File: src/tdu_map.svh
// Behaviour
// RULE1 - Unsupported opcode or data type traps illegal-instruction; vector holds opcode/format or type.
// RULE2 - Opcode-specific trap vector combines opcode-identifying bits with trap-kind bits.
// RULE3 - Packed array load/store traps vector to eight-slot inline handler location.
// RULE4 - Each general trap has one fixed vector independent of opcode.
// RULE5 - Window-needing instruction whose incremented pointer hits overflow limit takes overflow trap.
// RULE6 - Window overflow beats an already trapping or interrupted instruction.
// RULE7 - Return making pointer equal underflow limit takes underflow trap.
// RULE8 - Take-completion bit set means completion trap on the next instruction.
// RULE9 - Take-completion bit set by completion, call or return with matching enable.
// RULE10 - Fetch bus or ECC error traps only for executed instructions.
// RULE11 - Load errors and read-before-write store errors trap; write errors ignored.
// RULE12 - Load map miss only when both data cache and map cache miss.
// RULE13 - Identity-mapped region addresses never raise map-miss traps.
// RULE14 - Store without mapping raises store map miss, distinct vector from load.
// RULE15 - Fetch missing cache and map cache raises instruction map miss.
// RULE16 - Branch target or long immediate into oldspace on enabled page traps.
// RULE17 - Listed loads reading oldspace pointer from enabled page take data transport trap.
// RULE18 - Memory operation class requests error, monitor, bound or logic-variable traps.
// RULE19 - Write-protected page suppresses store write and traps.
// RULE20 - Clear modified bit suppresses store write and traps.
// RULE21 - Pointer with zero bits 31:27 selects ephemeral bit by 25:24; zero bit traps.
// RULE22 - Same-group store address and data bits 25:21 suppress ephemeral trap.
// RULE23 - Any trap advances window pointer and pushes trapping instruction PC.
// RULE24 - Trap places control register, source1, source2 into A0, A1, A2.
// RULE25 - Vector address is trap base register combined with trap offset.
// RULE26 - Several non-overflow traps on one instruction report one by fixed priority.
`ifndef TDU_MAP_SVH
`define TDU_MAP_SVH
`define TDU_VEC_TOP       5'h1f
`define TDU_OFS_ILL_OP    3'h7
`define TDU_OFS_ILL_TYPE  4'hd
`define TDU_OFS_MISC      5'h1d
`define TDU_OFS_GENERAL   9'h1fc
`define TDU_G_WB_OVF      5'h00
`define TDU_G_WB_UNF      5'h01
`define TDU_G_COMPLETE    5'h02
`define TDU_G_IFETCH_ERR  5'h03
`define TDU_G_DATA_ERR    5'h04
`define TDU_G_LOAD_MISS   5'h05
`define TDU_G_STORE_MISS  5'h06
`define TDU_G_IMAP_MISS   5'h07
`define TDU_G_ITRANSPORT  5'h08
`define TDU_G_DTRANSPORT  5'h09
`define TDU_G_MOT_ERROR   5'h0a
`define TDU_G_MOT_MONITOR 5'h0b
`define TDU_G_MOT_BOUND   5'h0c
`define TDU_G_MOT_LVAR    5'h0d
`define TDU_G_WRITE_PROT  5'h0e
`define TDU_G_PAGE_MOD    5'h0f
`define TDU_G_EPHEMERAL   5'h10
`define TDU_OT_PACKED     2'h3
`define TDU_OT_OVERFLOW   2'h1
`define TDU_OT_BASIC      2'h0
`define TDU_MISC_LOAD_ARR  4'h2
`define TDU_MISC_STORE_ARR 4'h6
`define TDU_EPH_HI        31
`define TDU_EPH_LO        27
`define TDU_WB_W          4
`endif

File: src/tdu_pkg.sv
`default_nettype none
package tdu_pkg;
  typedef enum logic [1:0] {
    MOT_NONE,
    MOT_ERROR,
    MOT_MONITOR,
    MOT_BOUND
  } tdu_mot_e;

  typedef struct packed {
    logic        valid;
    logic [31:0] pc;
    logic [5:0]  opcode;
    logic [2:0]  format;
    logic        illegal_op;
    logic        illegal_type;
    logic [5:0]  bad_type;
    logic        misc_trap;
    logic [3:0]  misc_code;
    logic [1:0]  misc_kind;
    logic        needs_window;
    logic        is_call;
    logic        is_return;
    logic        interrupted;
    logic [31:0] ctrl;
    logic [31:0] src1;
    logic [31:0] src2;
  } tdu_instr_s;

  typedef struct packed {
    logic        fetch_err;
    logic        fetch_cache_hit;
    logic        fetch_map_hit;
    logic        fetch_identity;
    logic        fetch_oldspace;
    logic        fetch_page_transport;
    logic        is_load;
    logic        is_store;
    logic        transport_load;
    logic        read_err;
    logic        dcache_hit;
    logic        map_hit;
    logic        identity;
    logic        data_ptr;
    logic        data_oldspace;
    logic        page_transport;
    logic        lvar;
    tdu_mot_e    mot;
    logic        write_prot;
    logic        modified;
    logic [3:0]  eph_bits;
    logic [31:0] addr;
    logic [31:0] wdata;
  } tdu_mem_s;

  typedef struct packed {
    logic        take;
    logic [31:0] vector;
    logic [31:0] push_pc;
    logic        wb_advance;
    logic        suppress_write;
    logic [31:0] a0;
    logic [31:0] a1;
    logic [31:0] a2;
  } tdu_trap_s;

  typedef struct packed {
    logic                 take_complete;
    logic [3:0]           wb_ptr;
    logic [17:0]          trap_base;
    logic                 trap_on_complete;
    logic                 trap_on_call;
    logic                 trap_on_return;
    logic [3:0]           ovf_limit;
    logic [3:0]           unf_limit;
    tdu_trap_s            out;
  } tdu_state_s;
endpackage
`default_nettype wire

File: src/tdu_trap_detect.sv
// Strobed register access and the address map were left to the implementer.
`include "tdu_map.svh"
`default_nettype none
module tdu_trap_detect (
  input  wire logic               clk_i,
  input  wire logic               reset_n_i,
  input  wire logic               clk_en_i,
  input  wire tdu_pkg::tdu_instr_s instr_i,
  input  wire tdu_pkg::tdu_mem_s   mem_i,
  input  wire logic [3:0]         reg_addr_i,
  input  wire logic [31:0]        reg_wdata_i,
  input  wire logic               reg_wr_i,
  input  wire logic               reg_rd_i,
  output logic [31:0]             reg_rdata_o,
  output tdu_pkg::tdu_trap_s      trap_o
);

  // ----------------------------------------
  // Register offsets
  // ----------------------------------------
  localparam logic [3:0] OFS_BASE   = 4'h0;
  localparam logic [3:0] OFS_CTRL   = 4'h1;
  localparam logic [3:0] OFS_WINDOW = 4'h2;

  tdu_pkg::tdu_state_s state_reg;
  tdu_pkg::tdu_state_s state_next;
  logic [31:0]         rdata_reg;
  logic [31:0]         rdata_next;

  // ----------------------------------------
  // Condition decode
  // ----------------------------------------
  logic [3:0]  wb_inc;
  logic        ovf_hit;
  logic        unf_hit;
  logic        eph_sel;
  logic        eph_trap;
  logic        store_miss;
  logic        load_miss;
  logic        imap_miss;
  logic        any_trap;
  logic        mem_op;
  logic        complete_set;
  logic [4:0]  gcode;
  logic        gen_hit;
  logic [13:0] offset;

  always_comb begin
    wb_inc    = state_reg.wb_ptr + 4'h1;
    mem_op    = mem_i.is_load || mem_i.is_store;
    unf_hit   = instr_i.valid && instr_i.is_return &&
                ((state_reg.wb_ptr - 4'h1) == state_reg.unf_limit);              // [RULE7]
    eph_sel   = mem_i.eph_bits[mem_i.wdata[25:24]];                               // [RULE21]
    eph_trap  = mem_i.is_store && mem_i.data_ptr &&
                (mem_i.wdata[`TDU_EPH_HI:`TDU_EPH_LO] == 5'h00) && !eph_sel &&
                !((mem_i.addr[`TDU_EPH_HI:`TDU_EPH_LO] == 5'h00) &&
                  (mem_i.addr[25:21] == mem_i.wdata[25:21]));                     // [RULE22]
    load_miss  = mem_i.is_load && !mem_i.dcache_hit && !mem_i.map_hit &&
                 !mem_i.identity;                                                 // [RULE12] [RULE13]
    store_miss = mem_i.is_store && !mem_i.map_hit && !mem_i.identity;             // [RULE14] [RULE13]
    imap_miss  = !mem_i.fetch_cache_hit && !mem_i.fetch_map_hit &&
                 !mem_i.fetch_identity;                                           // [RULE15] [RULE13]
    gen_hit = 1'b1;
    // Fixed priority, first match wins
    if (state_reg.take_complete)                                     gcode = `TDU_G_COMPLETE;   // [RULE8] [RULE26]
    else if (mem_i.fetch_err)                                        gcode = `TDU_G_IFETCH_ERR; // [RULE10]
    else if (imap_miss)                                              gcode = `TDU_G_IMAP_MISS;
    else if (mem_i.fetch_oldspace && mem_i.fetch_page_transport)     gcode = `TDU_G_ITRANSPORT; // [RULE16]
    else if (unf_hit)                                                gcode = `TDU_G_WB_UNF;
    else if ((mem_i.is_load || mem_i.is_store) && mem_i.read_err)    gcode = `TDU_G_DATA_ERR;   // [RULE11]
    else if (load_miss)                                              gcode = `TDU_G_LOAD_MISS;
    else if (store_miss)                                             gcode = `TDU_G_STORE_MISS;
    else if (mem_i.is_load && mem_i.transport_load && mem_i.data_ptr && mem_i.data_oldspace &&
             mem_i.page_transport)                                   gcode = `TDU_G_DTRANSPORT; // [RULE17]
    else if (mem_op && mem_i.mot == tdu_pkg::MOT_ERROR)              gcode = `TDU_G_MOT_ERROR;  // [RULE18]
    else if (mem_op && mem_i.mot == tdu_pkg::MOT_MONITOR)            gcode = `TDU_G_MOT_MONITOR;
    else if (mem_op && mem_i.mot == tdu_pkg::MOT_BOUND)              gcode = `TDU_G_MOT_BOUND;
    else if (mem_op && mem_i.lvar)                                   gcode = `TDU_G_MOT_LVAR;
    else if (mem_i.is_store && mem_i.write_prot)                     gcode = `TDU_G_WRITE_PROT; // [RULE19]
    else if (mem_i.is_store && !mem_i.modified)                      gcode = `TDU_G_PAGE_MOD;   // [RULE20]
    else if (eph_trap)                                               gcode = `TDU_G_EPHEMERAL;
    else begin
      gcode   = `TDU_G_WB_OVF;
      gen_hit = 1'b0;
    end
    ovf_hit = instr_i.valid && (instr_i.needs_window || instr_i.interrupted || gen_hit ||
              instr_i.illegal_op || instr_i.illegal_type || instr_i.misc_trap) &&
              (wb_inc == state_reg.ovf_limit);                                    // [RULE5]
    // Offset selection
    if (ovf_hit) begin
      offset = {`TDU_OFS_GENERAL, `TDU_G_WB_OVF};                                 // [RULE6] [RULE4]
    end else if (gen_hit) begin
      offset = {`TDU_OFS_GENERAL, gcode};                                         // [RULE4]
    end else if (instr_i.illegal_op) begin
      offset = {`TDU_OFS_ILL_OP, 2'b00, instr_i.format[2:0], instr_i.opcode};     // [RULE1]
    end else if (instr_i.illegal_type) begin
      offset = {`TDU_OFS_ILL_TYPE, 4'h0, instr_i.bad_type};                       // [RULE1]
    end else if (instr_i.misc_trap && instr_i.misc_kind == `TDU_OT_PACKED &&
                 (instr_i.misc_code == `TDU_MISC_LOAD_ARR ||
                  instr_i.misc_code == `TDU_MISC_STORE_ARR)) begin
      offset = {`TDU_OFS_MISC, instr_i.misc_code, instr_i.misc_kind, 3'b000};     // [RULE3]
    end else begin
      offset = {`TDU_OFS_MISC, instr_i.misc_code, instr_i.misc_kind, 3'b000};     // [RULE2]
    end
    any_trap = instr_i.valid && (ovf_hit || gen_hit || instr_i.illegal_op ||
               instr_i.illegal_type || instr_i.misc_trap);
    complete_set = instr_i.valid && !any_trap &&
                   (state_reg.trap_on_complete ||
                    (instr_i.is_call && state_reg.trap_on_call) ||
                    (instr_i.is_return && state_reg.trap_on_return));            // [RULE9]
  end

  // ----------------------------------------
  // Next state
  // ----------------------------------------
  always_comb begin
    state_next = state_reg;
    rdata_next = 32'h0000_0000;
    state_next.out.take           = 1'b0;
    state_next.out.wb_advance     = 1'b0;
    state_next.out.suppress_write = 1'b0;
    if (reg_wr_i) begin
      case (reg_addr_i)
        OFS_BASE:   state_next.trap_base = reg_wdata_i[31:14];
        OFS_CTRL: begin
          state_next.trap_on_complete = reg_wdata_i[0];
          state_next.trap_on_call     = reg_wdata_i[1];
          state_next.trap_on_return   = reg_wdata_i[2];
          if (reg_wdata_i[3]) state_next.take_complete = 1'b0;
        end
        OFS_WINDOW: begin
          state_next.wb_ptr    = reg_wdata_i[3:0];
          state_next.ovf_limit = reg_wdata_i[11:8];
          state_next.unf_limit = reg_wdata_i[19:16];
        end
        default: ;
      endcase
    end
    if (reg_rd_i) begin
      case (reg_addr_i)
        OFS_BASE:   rdata_next = {state_reg.trap_base, 14'h0000};
        OFS_CTRL:   rdata_next = {28'h0000000, state_reg.take_complete, state_reg.trap_on_return,
                                  state_reg.trap_on_call, state_reg.trap_on_complete};
        OFS_WINDOW: rdata_next = {12'h000, state_reg.unf_limit, 4'h0, state_reg.ovf_limit,
                                  4'h0, state_reg.wb_ptr};
        default:    rdata_next = 32'h0000_0000;
      endcase
    end
    if (any_trap) begin
      state_next.out.take       = 1'b1;
      state_next.out.vector     = {state_reg.trap_base, offset};                  // [RULE25]
      state_next.out.push_pc    = instr_i.pc;                                     // [RULE23]
      state_next.out.wb_advance = 1'b1;                                           // [RULE23]
      state_next.wb_ptr         = wb_inc;
      state_next.out.suppress_write = mem_i.is_store;
      state_next.out.a0         = instr_i.ctrl;                                   // [RULE24]
      state_next.out.a1         = instr_i.src1;
      state_next.out.a2         = instr_i.src2;
      if (gcode == `TDU_G_COMPLETE && gen_hit && !ovf_hit) state_next.take_complete = 1'b0;
    end else if (instr_i.valid) begin
      if (instr_i.is_call) state_next.wb_ptr = wb_inc;
      else if (instr_i.is_return) state_next.wb_ptr = state_reg.wb_ptr - 4'h1;
    end
    if (complete_set) state_next.take_complete = 1'b1;                            // [RULE9]
  end

  always_ff @(posedge clk_i or negedge reset_n_i) begin
    if (!reset_n_i) begin
      state_reg <= '0;
      rdata_reg <= 32'h0000_0000;
    end else if (clk_en_i) begin
      state_reg <= state_next;
      rdata_reg <= rdata_next;
    end
  end

  assign trap_o      = state_reg.out;
  assign reg_rdata_o = rdata_reg;
endmodule
`default_nettype wire

File: config.mk
export PLATFORM = sky130hd
export DESIGN_NAME = tdu_trap_detect
export DESIGN_NICKNAME = d
export VERILOG_FILES = /design/src/tdu_pkg.sv /design/src/tdu_trap_detect.sv
export VERILOG_INCLUDE_DIRS = /design/src
export SDC_FILE = /design/constraint.sdc
export NUM_CORES = 1
export LEC_CHECK = 0
export ABC_AREA = 1
export BUFFER_PORTS_ARGS = -buffer_cell sky130_fd_sc_hd__buf_2
export CORE_AREA = 2 2 187 189
export DETAILED_ROUTE_END_ITERATION = 7
export DIE_AREA = 0 0 189 191
export GPL_ROUTABILITY_DRIVEN = 0
export PLACE_DENSITY = 0.59
export SYNTH_ARGS = -nofsm -noshare
export SYNTH_HDL_FRONTEND = slang
export SYNTH_SLANG_ARGS = --single-unit
File: constraint.sdc
create_clock -name clk_i -period 2.3 [get_ports clk_i]
set_input_delay 0.345 -clock clk_i [delete_from_list [all_inputs] [get_ports clk_i]]
set_output_delay 0.345 -clock clk_i [all_outputs]
set_load 0.01 [all_outputs]
==> results of run 1 <==
-- placed cells by master, fill, tap and decap left out, types with 7 or more instances in the layout --
master	instances
sky130_fd_sc_hd__nand2_1	582
sky130_fd_sc_hd__buf_2	424
sky130_fd_sc_hd__dfrtp_1	219
sky130_fd_sc_hd__dlygate4sd3_1	110
sky130_fd_sc_hd__inv_1	64
sky130_fd_sc_hd__nor2_1	58
sky130_fd_sc_hd__buf_4	49
sky130_fd_sc_hd__nand3_1	42
sky130_fd_sc_hd__o21ai_0	31
sky130_fd_sc_hd__clkbuf_16	26
sky130_fd_sc_hd__a21oi_1	20
sky130_fd_sc_hd__o21ai_1	19
sky130_fd_sc_hd__a32o_1	18
sky130_fd_sc_hd__nand2_2	11
sky130_fd_sc_hd__buf_12	10
sky130_fd_sc_hd__inv_2	9
sky130_fd_sc_hd__mux2_2	8
sky130_fd_sc_hd__buf_16	7
-- area by class of cell --
class                      instances  area, um^2  share of cell area
antenna                            2        5.00            0.000329
clock buffer                      37         731              0.0480
clock inverter                     8         155              0.0102
inverter                          78         305              0.0201
multi-input combinational        846        3790               0.249
sequential                       221        5530               0.364
tap                              455         569              0.0374
timing repair buffer             608        4120               0.271
-- metrics by stage --
| stage | cells | hold WS (ns) | total power [mW] | util | area [um^2] |
|---|---|---|---|---|---|
| CTS | 2251 | 0.000257 | 11.5 | 0.442 | 15100 |
| detailed placement | 2087 | 0.309 | 6.92 | 0.377 | 12900 |
| global route | 2255 | 0.0157 | 12.1 | 0.446 | 15200 |
| finish | 2255 | 0.0259 | 11.4 | 0.446 | 15200 |
| global placement | 2087 | 0.312 | 6.88 | 0.377 | 12900 |
| floorplan | 1362 | 0.0494 | 6.27 | - | 11100 |
-- what timing repair did --
item,CTS,global route
hold endpoints to repair,156,0
setup buffers,8,1
setup endpoints to repair,158,164
pin swaps,9,21
cloned,4,1
hold buffers,110,0
gates resized for setup,21,25
-- logic make-up (layout without fill, tap and decap cells) --
group / Yosys count / count (layout) / synth area share
buffers and inverters: 295 / 731 / 0.169
adders and majority gates: 2 / 2 / 0.00226
DFF: 221 / 221 / 0.499
other: 1 / 8 / 0.000339
muxes: 8 / 8 / 0.00813
and+or+nand+nor: 720 / 720 / 0.257
xor gates and xnor gates: 5 / 5 / 0.00395
AOI/OAI and AO/OA: 105 / 105 / 0.0607
-- routing by layer --
layer,share of wire,wire (um),vias to the layer above
li1,-,-,4909
met1,0.41,14300,4712
met2,0.48,16800,418
met3,0.086,3030,71
met4,0.030,1060,4
met5,0.00091,32,-
-- worst max-delay path: stages (launching register included) --
cell and delay [ns]:
sky130_fd_sc_hd__dfrtp_2 0.46, sky130_fd_sc_hd__inv_4 0.08, sky130_fd_sc_hd__buf_4 0.15, sky130_fd_sc_hd__nand2_1 0.07
sky130_fd_sc_hd__nand2_2 0.08, sky130_fd_sc_hd__nand2_2 0.07, sky130_fd_sc_hd__nand2_1 0.07, sky130_fd_sc_hd__nand2_1 0.07
sky130_fd_sc_hd__nand2_2 0.10, sky130_fd_sc_hd__nand2_4 0.07, sky130_fd_sc_hd__nor2_8 0.10, sky130_fd_sc_hd__o211ai_4 0.09
sky130_fd_sc_hd__nand2_4 0.10, sky130_fd_sc_hd__nor2_8 0.04, sky130_fd_sc_hd__buf_12 0.13, sky130_fd_sc_hd__buf_16 0.15
sky130_fd_sc_hd__clkbuf_16 0.17, sky130_fd_sc_hd__or2_1 0.20
-- power by group through the flow --
stage          Clock, mW  Combinational (mW)  Sequential [mW]
2_1_floorplan          0                1.61             4.67
3_3_place_gp           0                2.15             4.73
3_5_place_dp           0                2.18             4.74
4_1_cts             4.43                2.40             4.68
5_1_grt             4.58                2.73             4.75
6_report            4.27                2.46             4.69
-- synthesized netlist by cell type (all sizes together) --
| master | n |
|---|---|
| nand2 | 596 |
| dfrtp | 221 |
| buf | 204 |
| inv | 75 |
| nor2 | 67 |
| o21ai | 50 |
| nand3 | 44 |
| a21oi | 21 |
| a32o | 18 |
| clkbuf | 13 |
| mux2 | 8 |
| nand4 | 6 |
| nor3 | 5 |
| o211ai | 5 |
| a22o | 4 |
| clkinv | 3 |
| o22ai | 3 |
| xor2 | 3 |
| a22oi | 2 |
| ha | 2 |
| or2 | 2 |
| xnor2 | 2 |
| a221o | 1 |
| a31oi | 1 |
| conb | 1 |
-- how the worst max path moves through the flow --
stage                         endpoint                        from  depth (start not counted)  slack [ns]
4_1_cts        trap_o[122]$_DFFE_PN0P_  state_reg[192]$_DFFE_PN0P_                         18       -0.07
3_3_place_gp    trap_o[76]$_DFFE_PN0P_  state_reg[192]$_DFFE_PN0P_                         17       -0.07
3_5_place_dp   trap_o[122]$_DFFE_PN0P_  state_reg[192]$_DFFE_PN0P_                         17       -0.08
6_report       trap_o[143]$_DFFE_PN0P_  state_reg[192]$_DFFE_PN0P_                         17       -0.02
5_1_grt        trap_o[159]$_DFFE_PN0P_  state_reg[192]$_DFFE_PN0P_                         18       -0.17
2_1_floorplan  trap_o[141]$_DFFE_PN0P_  state_reg[192]$_DFFE_PN0P_                         18       0.009
==> Flow_metrics.wiki, run 1 <==
{| class="wikitable"
! Metric !! Value
|-
| Total number of yosys warnings || 0
|-
| Max_cap viols || 0
|-
| Area share of the largest cell type after synthesis || 0.499
|-
| Initial core utilization || 0.325
|-
| Hold Path Class || in2reg
|-
| Startpoint type of the worst setup path || flop
|-
| Status || complete, but fails checks
|-
| Top Ports || 482
|-
| Maximum clock rate || 430 MHz
|-
| Worst hold path startpoint || instr_i[17]
|-
| Hold Crit Depth || 3
|-
| FILL cells || 3312
|-
| Post-route setup slack || -0.0244 ns
|-
| Number of buffers created by CTS || 25
|-
| GR met2 Demand/Resource || 0.322
|-
| Number of global-route vias before repair || 10.1k
|-
| Combinational group share of total power || 0.215
|-
| Setup repair after global routing missed its margin || true
|-
| Net switching power || 3.30 mW
|-
| Number of antenna violations at the first check in global routing || 4
|-
| Area of the die || 36100 um^2
|-
| Nets || 2069
|-
| Number of flip-flops under the largest register name || 161
|-
| Reg power frac || 0.411
|-
| GR peak layer || met2
|-
| Maximum count of clock buffers along a single path || 3
|-
| Post-synthesis average cell area || 8.16 um^2
|-
| Switching power as a share of total power || 0.289
|-
| Number of buffers inserted by port buffering || 425
|-
| Total count of hold-check failures in the final report || 0
|-
| Height of the chip || 191 um
|-
| Floorplan die width || 189 um
|-
| Setup violation total in the final timing report || 7
|-
| H-tree levels || 1
|-
| Wire per inst || 15.6 um
|-
| Number of nets still failing antenna checks after routing || 0
|-
| Number of vias per cell || 4.49
|-
| Internal power contribution || 8.11 mW
|-
| Wire length of the first global-routing pass || 54200 um
|-
| GR Layer Usage met3 || 0.0494
|-
| Count of routing violations after the opening detailed-route iteration || 551
|-
| All-Layer GR Usage || 0.188
|-
| Cells after Synth || 1357
|-
| Part of the cycle the worst path needs || 1.01
|-
| GRT overflow || 0
|-
| Count of standard-cell rows || 68
|-
| Post-synthesis instance area || 11100 um^2
|-
| Flop and latch count out of synthesis || 221
|-
| Share of cells above drive strength 1 || 0.329
|-
| Share of power burned in the clock network || 0.374
|-
| Share of the yosys chip area belonging to registers || 0.499
|-
| Detailed Route WL || 35300 um
|-
| Final worst clock skew || 0.0105 ns
|-
| Cell count of the worst reg-to-reg path || 17
|-
| Sink of the worst hold path || trap_o[17]$_DFFE_PN0P_
|-
| Kind of critical path || reg2reg
|-
| Setup slack on the worst flop-to-flop path || -0.02 ns
|-
| Endpoint type of the worst setup path || flop
|-
| Library cell occupying the most area in the post-synthesis netlist || sky130_fd_sc_hd__dfrtp_1
|-
| Number of remaining DRC errors || 0
|-
| Crit path required time || 2.72 ns
|-
| Insertion delay to the later sink of the worst-skew pair || 0.54 ns
|-
| Post-detail-place hpwl || 25400 um
|-
| Maximum number of pins on one net before global-route repair || 55
|-
| Via count || 10.1k
|-
| Power per unit of standard cell area || 750 nW/um^2
|-
| Final number of max-transition violations || 0
|-
| Final critical-path required period || 2.32 ns
|-
| Final total negative setup slack || -0.0596 ns
|-
| Startpoint of the most critical register-to-register path || state_reg[192]$_DFFE_PN0P_
|-
| Max rail drop VDD || 0.480 mV
|-
| Clock-pin transition on the worst setup and hold timing paths || 0.06 ns
|-
| Largest cells by area after synthesis || sky130_fd_sc_hd__dfrtp_1 50%, sky130_fd_sc_hd__nand2_1 20%, sky130_fd_sc_hd__buf_4 12%, sky130_fd_sc_hd__inv_1 2.2%, sky130_fd_sc_hd__nor2_1 2.1%
|-
| Router iterations before antenna repair || 6
|-
| Core Footprint || 34100 um^2
|-
| Synth cell types || 37
|-
| Met1 track utilization from global routing || 0.230
|-
| Crit-path max FO || 11
|-
| Root Buffer Master || sky130_fd_sc_hd__clkbuf_16
|-
| Number of sinks handled by clock tree synthesis || 221
|-
| End of the worst register-to-register path || trap_o[143]$_DFFE_PN0P_
|-
| CP arrival || 2.75 ns
|-
| Setup slack after placement || -0.0760 ns
|-
| CTS tree || done
|-
| Failing checks || negative setup slack
|-
| Post-synthesis to final-layout area growth || 37.3%
|-
| Static leakage || 8.48 nW
|}
Power figures use the tool's default switching activity.
==> run 2: changes to the inputs <==
==> constraint.sdc (replaced) <==
create_clock -name clk_i -period 2.3 [get_ports clk_i]
set_input_delay 0.46 -clock clk_i [delete_from_list [all_inputs] [get_ports clk_i]]
set_output_delay 0.46 -clock clk_i [all_outputs]
set_load 0.01 [all_outputs]
==> run 2 against run 1 <==
Compared with the run above: the flow still finishes with violations (negative setup slack); combinational power down 8.1%; worst hold slack better by 0.095 ns; first-iteration DRC count down 27%; die area unchanged; critical path type unchanged; critical endpoint is now trap_o[104]$_DFFE_PN0P_; largest power group unchanged; highest routed layer unchanged.
==> Flow_metrics.wiki, run 2 (synthesized netlist as in run 1, its figures left out) <==
{| class="wikitable"
! Metric !! Value
|-
| Status || complete, but fails checks
|-
| Failing checks || negative setup slack
|-
| Post-detail-place hpwl || 25700 um (+1.0%)
|-
| GR peak layer || met2
|-
| Maximum count of clock buffers along a single path || 3 (unchanged)
|-
| Hold Path Class || in2reg
|-
| Setup crit start || state_reg[193]$_DFFE_PN0P_
|-
| Final critical-path required period || 2.36 ns (+0.0326 ns)
|-
| Max_cap viols || 0 (unchanged)
|-
| Maximum clock rate || 424 MHz (-1.4%)
|-
| Number of global-route vias before repair || 9489 (-6.0%)
|-
| Startpoint type of the worst setup path || flop
|-
| Number of flip-flops under the largest register name || 161 (unchanged)
|-
| Part of the cycle the worst path needs || 1.02 (+0.0142)
|-
| Number of buffers created by CTS || 26 (+4.0%)
|-
| Final number of max-transition violations || 0 (unchanged)
|-
| Number of antenna violations at the first check in global routing || 1 (-3)
|-
| Post-route core utilization || 0.413 (-0.0328)
|-
| Number of buffers inserted by port buffering || 425 (unchanged)
|-
| Setup slack after placement || -0.0942 ns (-0.0182 ns)
|-
| Cell count of the worst reg-to-reg path || 16 (-1)
|-
| Crit-path max FO || 11 (unchanged)
|-
| Kind of critical path || reg2reg
|-
| CTS tree || done
|-
| Root Buffer Master || sky130_fd_sc_hd__clkbuf_16
|-
| Wire length of the first global-routing pass || 51500 um (-5.0%)
|-
| Maximum number of pins on one net before global-route repair || 53 (-3.6%)
|-
| Top Ports || 482 (unchanged)
|-
| Area of the die || 36100 um^2 (unchanged)
|-
| Detailed Route WL || 34300 um (-2.7%)
|-
| Floorplan die width || 189 um (unchanged)
|-
| Number of sinks handled by clock tree synthesis || 221 (unchanged)
|-
| Met1 track utilization from global routing || 0.226 (-0.00447)
|-
| GRT overflow || 0 (unchanged)
|-
| Setup repair after global routing missed its margin || true
|-
| # diodes || 0 (-2)
|-
| Clock-pin transition on the worst setup and hold timing paths || 0.06 ns (about the same)
|-
| Setup violation total in the final timing report || 126 (+119)
|-
| Insertion delay to the later sink of the worst-skew pair || 0.54 ns (about the same)
|-
| H-tree levels || 1 (unchanged)
|-
| Share of cells above drive strength 1 || 0.355 (+0.0262)
|-
| Endpoint type of the worst setup path || flop
|-
| Startpoint of the most critical register-to-register path || state_reg[193]$_DFFE_PN0P_
|-
| Number of remaining DRC errors || 0 (unchanged)
|-
| Number of nets still failing antenna checks after routing || 0 (unchanged)
|-
| End of the worst register-to-register path || trap_o[104]$_DFFE_PN0P_
|-
| Count of routing violations after the opening detailed-route iteration || 401 (-27%)
|-
| Core Footprint || 34100 um^2 (unchanged)
|-
| Router iterations before antenna repair || 5 (-1)
|-
| Post-route setup slack || -0.0570 ns (-0.0326 ns)
|-
| GR met2 Demand/Resource || 0.308 (-0.0149)
|-
| Crit path required time || 2.76 ns (+0.04 ns)
|-
| Wire per inst || 15.9 um (+1.8%)
|-
| Nets || 1972 (-4.7%)
|-
| All-Layer GR Usage || 0.180 (-0.00822)
|-
| Post-synthesis to final-layout area growth || 27.2%
|-
| Max rail drop VDD || 0.483 mV (+0.73%)
|-
| Setup slack on the worst flop-to-flop path || -0.06 ns (-0.03 ns)
|-
| Final total negative setup slack || -2.16 ns (-2.10 ns)
|-
| Most common library cell in the layout ignoring fill and taps || sky130_fd_sc_hd__nand2_1
|-
| Total count of hold-check failures in the final report || 0 (unchanged)
|-
| Initial core utilization || 0.325 (unchanged)
|-
| Final worst clock skew || 0.0190 ns (+0.00850 ns)
|-
| Commonest cells after routing, fill and taps aside || 578 x sky130_fd_sc_hd__nand2_1, 424 x sky130_fd_sc_hd__buf_2, 220 x sky130_fd_sc_hd__dfrtp_1, 63 x sky130_fd_sc_hd__inv_1, 61 x sky130_fd_sc_hd__buf_4
|-
| Via count || 9655 (-4.5%)
|-
| CP arrival || 2.82 ns (+0.07 ns)
|-
| Height of the chip || 191 um (unchanged)
|-
| Number of vias per cell || 4.48 (-0.20%)
|-
| Worst setup path end || trap_o[104]$_DFFE_PN0P_
|-
| Static leakage || 8.02 nW (-5.5%)
|-
| Count of standard-cell rows || 68 (unchanged)
|-
| GR Layer Usage met3 || 0.0446 (-0.00477)
|-
| Power per unit of standard cell area || 778 nW/um^2 (+3.8%)
|}
run 2: worst max-delay path, stage by stage (launching register included):
cell and delay (ns):
sky130_fd_sc_hd__dfrtp_1 0.41, sky130_fd_sc_hd__inv_2 0.07, sky130_fd_sc_hd__ha_4 0.30, sky130_fd_sc_hd__nor2_2 0.05, sky130_fd_sc_hd__nor2_1 0.10, sky130_fd_sc_hd__nand3_1 0.13, sky130_fd_sc_hd__nor2_2 0.13, sky130_fd_sc_hd__nand2_2 0.10
sky130_fd_sc_hd__nand2_4 0.10, sky130_fd_sc_hd__nor2_8 0.04, sky130_fd_sc_hd__o211ai_4 0.07, sky130_fd_sc_hd__nand2_4 0.10, sky130_fd_sc_hd__nor2_8 0.18, sky130_fd_sc_hd__buf_12 0.21, sky130_fd_sc_hd__clkbuf_16 0.18, sky130_fd_sc_hd__nand2_1 0.05
sky130_fd_sc_hd__nand2_1 0.07
run 2: per-layer routing:
layer / vias to the layer above / routed length, um
met2: 353 / 16200
met4: 2 / 891
met3: 54 / 2700
met1: 4533 / 14500
li1: 4713 / -
met5: - / 18
run 2: final cells by class:
class	count	area, um^2
well taps	455	569
multi-input cells	846	3790
inverters	78	303
flip-flops and latches	221	5530
repair buffers	510	3050
fillers	3504	20000
clock buffers	42	801
clock inverters	5	45.0
run 2: worst min-delay path by stage:
| stage | cells past startpoint | startpoint | slack [ns] | end |
|---|---|---|---|---|
| finish | 3 | instr_i[21] | 0.12 | trap_o[21]$_DFFE_PN0P_ |
| global route | 3 | instr_i[21] | 0.10 | trap_o[21]$_DFFE_PN0P_ |
| CTS | 3 | instr_i[40] | 0.09 | trap_o[40]$_DFFE_PN0P_ |
| detailed placement | 1 | reset_n_i | 0.42 | trap_o[13]$_DFFE_PN0P_ |
| global placement | 1 | reset_n_i | 0.42 | trap_o[13]$_DFFE_PN0P_ |
| floorplan | 0 | reset_n_i | 0.16 | reg_rdata_o[0]$_DFFE_PN0P_ |
run 2: timing repair:
| item | CTS | global route |
|---|---|---|
| hold endpoints to repair | 44 | 0 |
| gates cloned | 3 | 3 |
| hold buffers | 1 | 0 |
| setup endpoints to repair | 157 | 163 |
| gates resized for setup | 28 | 19 |
| buffers inserted | 7 | 0 |
| pin swaps | 15 | 15 |
run 2: through the flow:
stage	instances	power, mW	area, um^2	hold WS [ns]
3_3_place_gp	2097	6.88	12900	0.417
3_5_place_dp	2097	6.93	12900	0.417
5_1_grt	2157	11.6	14100	0.103
6_report	2157	11.0	14100	0.121
2_1_floorplan	1362	6.27	11100	0.164
4_1_cts	2155	11.1	14000	0.0927
run 2: report_power, final:
part	switching [mW]	leakage [nW]	total (mW)	internal, mW
clock network	1.64	0.409	4.02	2.38
logic	1.31	4.86	2.26	0.956
registers	0.317	2.75	4.69	4.37
total	3.26	8.02	11.0	7.71
